==> config.mk <==
export PLATFORM = sky130hd
export DESIGN_NAME = driver_status_readout
export DESIGN_NICKNAME = d
export VERILOG_FILES = /design/src/verilog/status_pkg.sv /design/src/verilog/sync2.sv /design/src/verilog/driver_status_readout.sv
export SDC_FILE = /design/constraint.sdc
export NUM_CORES = 1
export LEC_CHECK = 0
export ABC_AREA = 1
export BUFFER_PORTS_ARGS = -buffer_cell sky130_fd_sc_hd__buf_2
export CAP_MARGIN = 20
export CORE_MARGIN = 10
export CORE_UTILIZATION = 47
export CTS_BUF_LIST = sky130_fd_sc_hd__clkbuf_16
export CTS_CLUSTER_SIZE = 30
export DETAILED_ROUTE_END_ITERATION = 7
export GPL_ROUTABILITY_DRIVEN = 0
export PLACE_DENSITY = 0.84
export SLEW_MARGIN = 30
export SYNTH_ARGS = -nofsm -noshare
export SYNTH_HDL_FRONTEND = slang
export SYNTH_SLANG_ARGS = --single-unit
==> constraint.sdc <==
create_clock -name clock -period 1.34 [get_ports clock]
set_clock_uncertainty 0.05 [all_clocks]
set_input_delay 0.067 -clock clock [delete_from_list [all_inputs] [get_ports clock]]
set_output_delay 0.067 -clock clock [all_outputs]
set_load 0.005 [all_outputs]
==> src/verilog/status_pkg.sv <==
// Constants for the driver status readout block.
// Assumes a 16-bit register word with the invalid flag at bit 1 and parity
// at bit 0.
package status_pkg;
  localparam int WORD_W = 16;
  localparam int PAR_BIT = 0;
  localparam int INVALID_BIT = 1;
  localparam int CNT_LSB = 8;
  localparam int CNT_MSB = 15;
  localparam int CNT_W = 8;
  localparam int VERS_LSB = 4;
  localparam int VERS_MSB = 15;
  localparam int VERS_W = 12;
  localparam int DEBUG_BIT = 10;
  localparam int PWM_BIT = 4;
  localparam logic [1:0] VSEL_CLOCK_SUP = 2'h2;
  localparam logic [15:0] WORD_ZERO = 16'h0000;
  localparam logic [7:0] CNT_ZERO = 8'h00;
  localparam logic [7:0] CNT_ONE = 8'h01;
  localparam logic [7:0] CNT_MAX = 8'hFF;
  // Register selectors, a local index for this block only
  localparam logic [1:0] SEL_CLOCK_SUP = 2'h0;
  localparam logic [1:0] SEL_IDENT = 2'h1;
  localparam logic [1:0] SEL_STATUS = 2'h2;
  localparam logic [1:0] SEL_SPARE = 2'h3;
  // Arbitrary neutral version value
  localparam logic [11:0] SECONDARY_VERSION_DEFAULT = 12'h123;
endpackage

==> src/verilog/sync2.sv <==
// Two-flop synchroniser for a single level.
// Assumes the destination clock is the block clock.
`timescale 1ns/10ps
module sync2
  import status_pkg::*;
(
  input wire logic clock,
  input wire logic arst_n,
  input wire logic din,
  output logic dout
);
  logic meta_reg;

  always_ff @(posedge clock or negedge arst_n)
  begin
    if (!arst_n)
    begin
      meta_reg <= 1'b0;
      dout <= 1'b0;
    end
    else
    begin
      meta_reg <= din;
      dout <= meta_reg;
    end
  end
endmodule

==> src/verilog/driver_status_readout.sv <==
// Read-only status words: clock supervision, identity, secondary status.
// Assumes SPI framing logic on the same clock supplies select, read strobe
// and the last-message verdict; oscillator and status levels are async.
`timescale 1ns/10ps
// Overview of operation
// - Bit 1 reports whether last message discarded
// - Bit 0 makes every word odd parity
// - Supervision counts oscillator cycles into 15:8
// - Only the clear-count bit or reset clears the count
// - Bits 15:4 of ident hold fixed version
// - Status bit 10 shows debug mode
// - Status bit 4 shows last PWM command
// - Supervision runs only select 10 in mode
module driver_status_readout
  import status_pkg::*;
#(
  parameter logic [11:0] SECONDARY_VERSION = SECONDARY_VERSION_DEFAULT
)
(
  input wire logic clock,
  input wire logic arst_n,
  input wire logic rd_strobe,
  input wire logic [1:0] rd_sel,
  input wire logic msg_done,
  input wire logic msg_discarded,
  input wire logic clear_count_bit,
  input wire logic [1:0] verification_select,
  input wire logic verification_op_mode,
  input wire logic primary_oscillator,
  input wire logic debug_mode,
  input wire logic pwm_on_cmd,
  output logic [15:0] rd_data,
  output logic rd_valid,
  output logic [7:0] clock_cycle_count,
  output logic last_msg_invalid
);
  logic osc_s;
  logic debug_s;
  logic pwm_s;
  logic osc_prev_reg;
  logic [7:0] count_reg;
  logic invalid_reg;
  logic sup_active;
  logic osc_rise;
  logic [15:0] word_next;

  sync2 u_osc (.clock(clock), .arst_n(arst_n), .din(primary_oscillator),
    .dout(osc_s));
  sync2 u_debug (.clock(clock), .arst_n(arst_n), .din(debug_mode),
    .dout(debug_s));
  sync2 u_pwm (.clock(clock), .arst_n(arst_n), .din(pwm_on_cmd),
    .dout(pwm_s));

  // Oscillator must run well below half the block clock to be counted
  assign sup_active = (verification_select == VSEL_CLOCK_SUP) &&
    verification_op_mode;
  assign osc_rise = osc_s && !osc_prev_reg;

  always_ff @(posedge clock or negedge arst_n)
  begin
    if (!arst_n)
      osc_prev_reg <= 1'b0;
    else
      osc_prev_reg <= osc_s;
  end

  // Count saturates so a long window does not wrap to a low value
  always_ff @(posedge clock or negedge arst_n)
  begin
    if (!arst_n)
      count_reg <= CNT_ZERO;
    else if (clear_count_bit)
      count_reg <= CNT_ZERO;
    else if (sup_active && osc_rise && (count_reg != CNT_MAX))
      count_reg <= count_reg + CNT_ONE;
  end

  always_ff @(posedge clock or negedge arst_n)
  begin
    if (!arst_n)
      invalid_reg <= 1'b0;
    else if (msg_done)
      invalid_reg <= msg_discarded;
  end

  always_comb
  begin
    word_next = WORD_ZERO;
    unique case (rd_sel)
      SEL_CLOCK_SUP: word_next[CNT_MSB:CNT_LSB] = count_reg;
      SEL_IDENT: word_next[VERS_MSB:VERS_LSB] = SECONDARY_VERSION;
      SEL_STATUS:
      begin
        word_next[DEBUG_BIT] = debug_s;
        word_next[PWM_BIT] = pwm_s;
      end
      default: word_next = WORD_ZERO;
    endcase
    word_next[INVALID_BIT] = invalid_reg;
    word_next[PAR_BIT] = ~(^word_next[WORD_W-1:1]);
  end

  always_ff @(posedge clock or negedge arst_n)
  begin
    if (!arst_n)
    begin
      rd_data <= WORD_ZERO;
      rd_valid <= 1'b0;
    end
    else
    begin
      rd_valid <= rd_strobe;
      if (rd_strobe)
        rd_data <= word_next;
    end
  end

  always_ff @(posedge clock or negedge arst_n)
  begin
    if (!arst_n)
    begin
      clock_cycle_count <= CNT_ZERO;
      last_msg_invalid <= 1'b0;
    end
    else
    begin
      clock_cycle_count <= count_reg;
      last_msg_invalid <= invalid_reg;
    end
  end

  a_word_parity: assert property (@(posedge clock) disable iff (!arst_n)
    rd_valid |-> (^rd_data) == 1'b1)
    else $error("read word parity not odd");
  a_invalid_bit: assert property (@(posedge clock) disable iff (!arst_n)
    rd_valid |-> rd_data[INVALID_BIT] == $past(invalid_reg))
    else $error("invalid flag bit wrong");
  a_count_clear: assert property (@(posedge clock) disable iff (!arst_n)
    clear_count_bit |=> count_reg == CNT_ZERO)
    else $error("count not cleared");
  a_count_hold: assert property (@(posedge clock) disable iff (!arst_n)
    !sup_active && !clear_count_bit |=> $stable(count_reg))
    else $error("count moved while inactive");
  a_count_step: assert property (@(posedge clock) disable iff (!arst_n)
    sup_active && osc_rise && !clear_count_bit && count_reg != CNT_MAX
    |=> count_reg == $past(count_reg) + CNT_ONE)
    else $error("count not incremented");
  a_ident_fixed: assert property (@(posedge clock) disable iff (!arst_n)
    rd_strobe && rd_sel == SEL_IDENT
    |=> rd_data[VERS_MSB:VERS_LSB] == SECONDARY_VERSION
    && rd_data[3:2] == 2'h0)
    else $error("ident word wrong");
  a_status_bits: assert property (@(posedge clock) disable iff (!arst_n)
    rd_strobe && rd_sel == SEL_STATUS
    |=> rd_data[DEBUG_BIT] == $past(debug_s)
    && rd_data[PWM_BIT] == $past(pwm_s)
    && rd_data[15:11] == 5'h0)
    else $error("status bits wrong");
  a_sup_reserved: assert property (@(posedge clock) disable iff (!arst_n)
    rd_strobe && rd_sel == SEL_CLOCK_SUP |=> rd_data[7:2] == 6'h0)
    else $error("reserved bits not zero");

  // Observed count output lags the counter by exactly one cycle
  a_count_copy: assert property (@(posedge clock)
    disable iff (!arst_n) 1'b1 |=> clock_cycle_count == $past(count_reg))
    else $error("count copy stale");

  a_invalid_copy: assert property (@(posedge clock)
    disable iff (!arst_n)
    1'b1 |=> last_msg_invalid == $past(invalid_reg))
    else $error("invalid flag copy stale");

  // Each finished message replaces the verdict, good or bad
  a_invalid_update: assert property (@(posedge clock)
    disable iff (!arst_n)
    msg_done |=> invalid_reg == $past(msg_discarded))
    else $error("invalid flag not updated");

  a_invalid_hold: assert property (@(posedge clock)
    disable iff (!arst_n) !msg_done |=> $stable(invalid_reg))
    else $error("invalid flag moved without message");

  // One answer per request, never a stray one
  a_valid_pulse: assert property (@(posedge clock)
    disable iff (!arst_n) 1'b1 |=> rd_valid == $past(rd_strobe))
    else $error("read answer not one cycle after request");

  // Host may sample the word late, so it must not change between reads
  a_data_hold: assert property (@(posedge clock)
    disable iff (!arst_n) !rd_strobe |=> $stable(rd_data))
    else $error("read word changed without request");

  // Saturation keeps a long window from reading back as a short one
  a_count_sat: assert property (@(posedge clock)
    disable iff (!arst_n)
    count_reg == CNT_MAX && !clear_count_bit |=> count_reg == CNT_MAX)
    else $error("count wrapped");

  a_sup_field: assert property (@(posedge clock)
    disable iff (!arst_n)
    rd_strobe && rd_sel == SEL_CLOCK_SUP
    |=> rd_data[CNT_MSB:CNT_LSB] == $past(count_reg))
    else $error("count field wrong");

  a_spare_zero: assert property (@(posedge clock)
    disable iff (!arst_n)
    rd_strobe && rd_sel == SEL_SPARE |=> rd_data[15:2] == 14'h0)
    else $error("spare word not zero");

  // Reserved status bits are read-only here, so they must stay clear
  a_status_rsvd: assert property (@(posedge clock)
    disable iff (!arst_n)
    rd_strobe && rd_sel == SEL_STATUS
    |=> rd_data[9:5] == 5'h0 && rd_data[3:2] == 2'h0)
    else $error("status reserved bits not zero");

  a_count_reset_free: assert property (@(posedge clock)
    disable iff (!arst_n)
    !clear_count_bit && !(sup_active && osc_rise) |=> $stable(count_reg))
    else $error("count changed without cause");
endmodule

==> reports/metrics.cfg <==
[yosys]
synth_compound_area_share_pct=6.623
yosys-top-cells-count=nand2_1, dfrtp_1, inv_1, nand3_1, o21ai_0
synth_edf_count=0
yosys.cell_types.count=25
synth_area_leaders=dfrtp_1, nand2_1, inv_1, nand3_1, ha_1
syn-cell-area_um2=1738
synth_xor_area_share_pct=1.512
ys_warn_count=0
synth_top_family_by_area=simple AND/OR/NAND/NOR gates
ys_seq_elements=38
synth_ff_type=dfrtp_1
synth_mux_area_share_pct=0
synth_top_area_cell=dfrtp_1
syn_avg_cell_area_um2=8.777
synth_adder_area_share_pct=4.320
async_flop_share_pct=100.0
synthCells=198
yosysMostFrequentCell=nand2_1
synthSimpleGateAreaFrac_pct=25.05
ys_seq_area_share_pct=54.72
synth_top_area_share_pct=54.72

[worst_setup_path]
cp_top_family=simple AND/OR/NAND/NOR gates
worstSetupPathType=flip-flop to flip-flop
cp_cell_sequence=inv_2 > nor3_4 > nand3_2 > nand2_4 > nand2_4 > nand2_1 > o21ai_1
critPathCapture=count_reg[5]$_DFFE_PN0P_
timing.rr.end=count_reg[5]$_DFFE_PN0P_
reg2reg_from=count_reg[5]$_DFFE_PN0P_
rr_worst_depth=7
slowest_stage=dfrtp_1
cp.depth=7
worstSetupStartpointType=flip-flop
cp_max_fo=7
path_buf_inv=1
arrival_ns=1.50
max_stage_delay_ns=0.44
end_kind=flip-flop
cpMostUsedCell=nand2_4
worstPathRequired_ns=1.45
rrSetupSlack_ns=-0.05
critPathLaunch=count_reg[5]$_DFFE_PN0P_

[grt]
grt_usage_pct=12.93
grt_pass1_vias=1509
grt_overflow=0
antenna_found_initial=0
grt_first_pass_wirelength_um=6672
grt_max_degree=22

[clock_tree]
clk_pin_slew_ns=0.05
root_buffer=clkbuf_16
clk_path_buf_depth=2
cts_tree=yes
clock_sinks=38
clk_latency_ns=0.28
cts_inserted_buffers=5
htree_levels=2

[flow_run]
maxCapViolCount=0

[timing]
timing.fmax_ghz=0.7206
hold_viol=0
setup_violations=9
rsz0062_at_grt=yes
maxSlewViolCount=0
post-route-period-util_pct=103.6
period_needed_ns=1.388
setup_ws_ns=-0.04767
whs_ns=0.02341

[pwr]
power.clock.fraction_pct=42.8
p_sw_share_pct=23.09
ir_worst_vdd_mv=0.6250
p_leak_nw=1.302
p_comb_share_pct=10.3
power.internal_w=0.001973
power.switching_w=0.0005922
power_density_nw_per_um2=1051
seq_power_share_pct=46.9

[floorplan]
num_rows=22
io_pins=40
core-area_um2=3606
die_h_um=80.81
die_x_um=80.81
initial_core_util_pct=48.20
die-area_um2=6530

[drt]
met1_length_um=1692
post_drt_via_cell_ratio=4.808
drtPass1Iterations=4
drt_drc_violations_left=0
route.met3.wl_um=342
routedWlPerCell_um=13.28
highest_layer=met4
postRouteAntennaNets=0
postRouteWirelength_um=4223
met2_length_um=2035
vias=1529
drtIter0Drc=110

[finish]
layout.cells.non_filler=318
n_antenna_cell=0
stdcell_area_um2=2440
nFillCells=265
nets=289
largest_reg_flops=12
drive_above_1_share_pct=37.04
areaGrowthSynthToFinish_pct=40.39

[placement]
dp.cells=293
port_buffers=35
place_area_um2=2087
hpwl_um=2821

[min_path]
hold_path_class=input pin to flip-flop

[run_status]
violations=negative setup slack
status=finished, violations left

[cells in the final DEF, fill, tap and decap left out]
master         Yosys  final
a21oi_1            4      4
nor3_2             1      1
conb_1             1      4
ha_2               0      1
o21ai_1            3      3
buf_4              4     22
buf_2              0     35
o21ai_2            2      2
inv_1             23     20
nand2_1           59     52
clkinv_2           0      1
clkbuf_16          0      5
xor2_1             3      3
buf_12             0      1
o21ai_0           11     11
o31ai_1            1      1
nor3_1             2      1
nor2_1            10      8
ha_1               6      5
nor4_2             1      1
nand2_2            4      9
clkinvlp_4         0      1
nand2_4            1      3
nand3_2            1      8
or2_1              1      1
nand3_1           17     10
inv_2              2      5
dfrtp_1           38     37
nor3_4             0      1
clkinv_1           1      2
dfrtp_2            0      1
nor2_2             1      3
dlygate4sd3_1      0      8
[how the worst min path moves through the flow]
stage,from,endpoint,slack [ns],cells after the start
after global placement,arst_n,u_osc.meta_reg$_DFF_PN0_,-0.04,1
after detailed placement,arst_n,u_osc.meta_reg$_DFF_PN0_,-0.03,1
after floorplan,arst_n,clock_cycle_count[0]$_DFF_PN0_,-0.28,0
final,rd_strobe,rd_data[11]$_DFFE_PN0P_,0.02,3
after global routing,rd_strobe,rd_data[11]$_DFFE_PN0P_,0.03,3
after CTS,rd_strobe,rd_data[11]$_DFFE_PN0P_,0.01,3
[layer usage]
layer  global-route usage [%]  up-vias
li1                         -      760
met3                    5.408       14
met4                    7.093        0
met2                    21.50       49
met5                        0        -
met1                    13.66      706
[repair_timing]
| action | 4_1_cts | 5_1_grt |
|---|---|---|
| hold endpoints to repair | 24 | 1 |
| endpoints found under the setup margin | 9 | 10 |
| gates resized for setup | 4 | 17 |
| pin swaps | 1 | 5 |
| setup buffers | 2 | 7 |
| hold buffers | 8 | 1 |
[tightest hold or removal path: stages]
cell and delay, ns:
buf_2 0.14, nand2_1 0.07, nand2_1 0.04
[kinds of logic after synthesis]
| kind of cell | after synthesis |
|---|---|
| adders and majority gates | 6 |
| xor gates and xnor gates | 3 |
| and+or+nand+nor | 98 |
| other | 1 |
| AOI/OAI and AO/OA | 21 |
| buffers and inverters | 31 |
| DFF | 38 |
[power by group through the flow]
stage / Clock [W] / Combinational [W] / Sequential (W)
finish: 0.00110 / 0.000264 / 0.00120
CTS: 0.00112 / 0.000244 / 0.00120
global route: 0.00118 / 0.000302 / 0.00121
global placement: 0 / 0.000210 / 0.00122
detailed placement: 0 / 0.000219 / 0.00122
floorplan: 0 / 0.000111 / 0.00123
[per-stage QoR]
stage	total power (W)	setup WS (ns)	utilization, %	setup TNS, ns
after CTS	0.002571	-0.03671	64.92	-0.1259
after global placement	0.001432	-0.05604	57.88	-0.1666
final	0.002565	-0.04767	67.66	-0.2522
after floorplan	0.001336	-0.03271	-	-0.08226
after detailed placement	0.001442	-0.1285	57.88	-0.2791
after global routing	0.002693	-0.1759	67.66	-0.9931
[final cells by class]
type | count | area (µm²) | area share [%]
Sequential cell | 38 | 952.2 | 39.03
Multi-Input combinational cell | 132 | 748.2 | 30.67
Timing Repair Buffer | 66 | 440.4 | 18.05
Clock buffer | 5 | 125.1 | 5.128
Inverter | 26 | 97.59 | 4.000
Tap cell | 48 | 60.06 | 2.462
Clock inverter | 3 | 16.27 | 0.6667
Note: power is estimated with default switching activity, not from simulation.
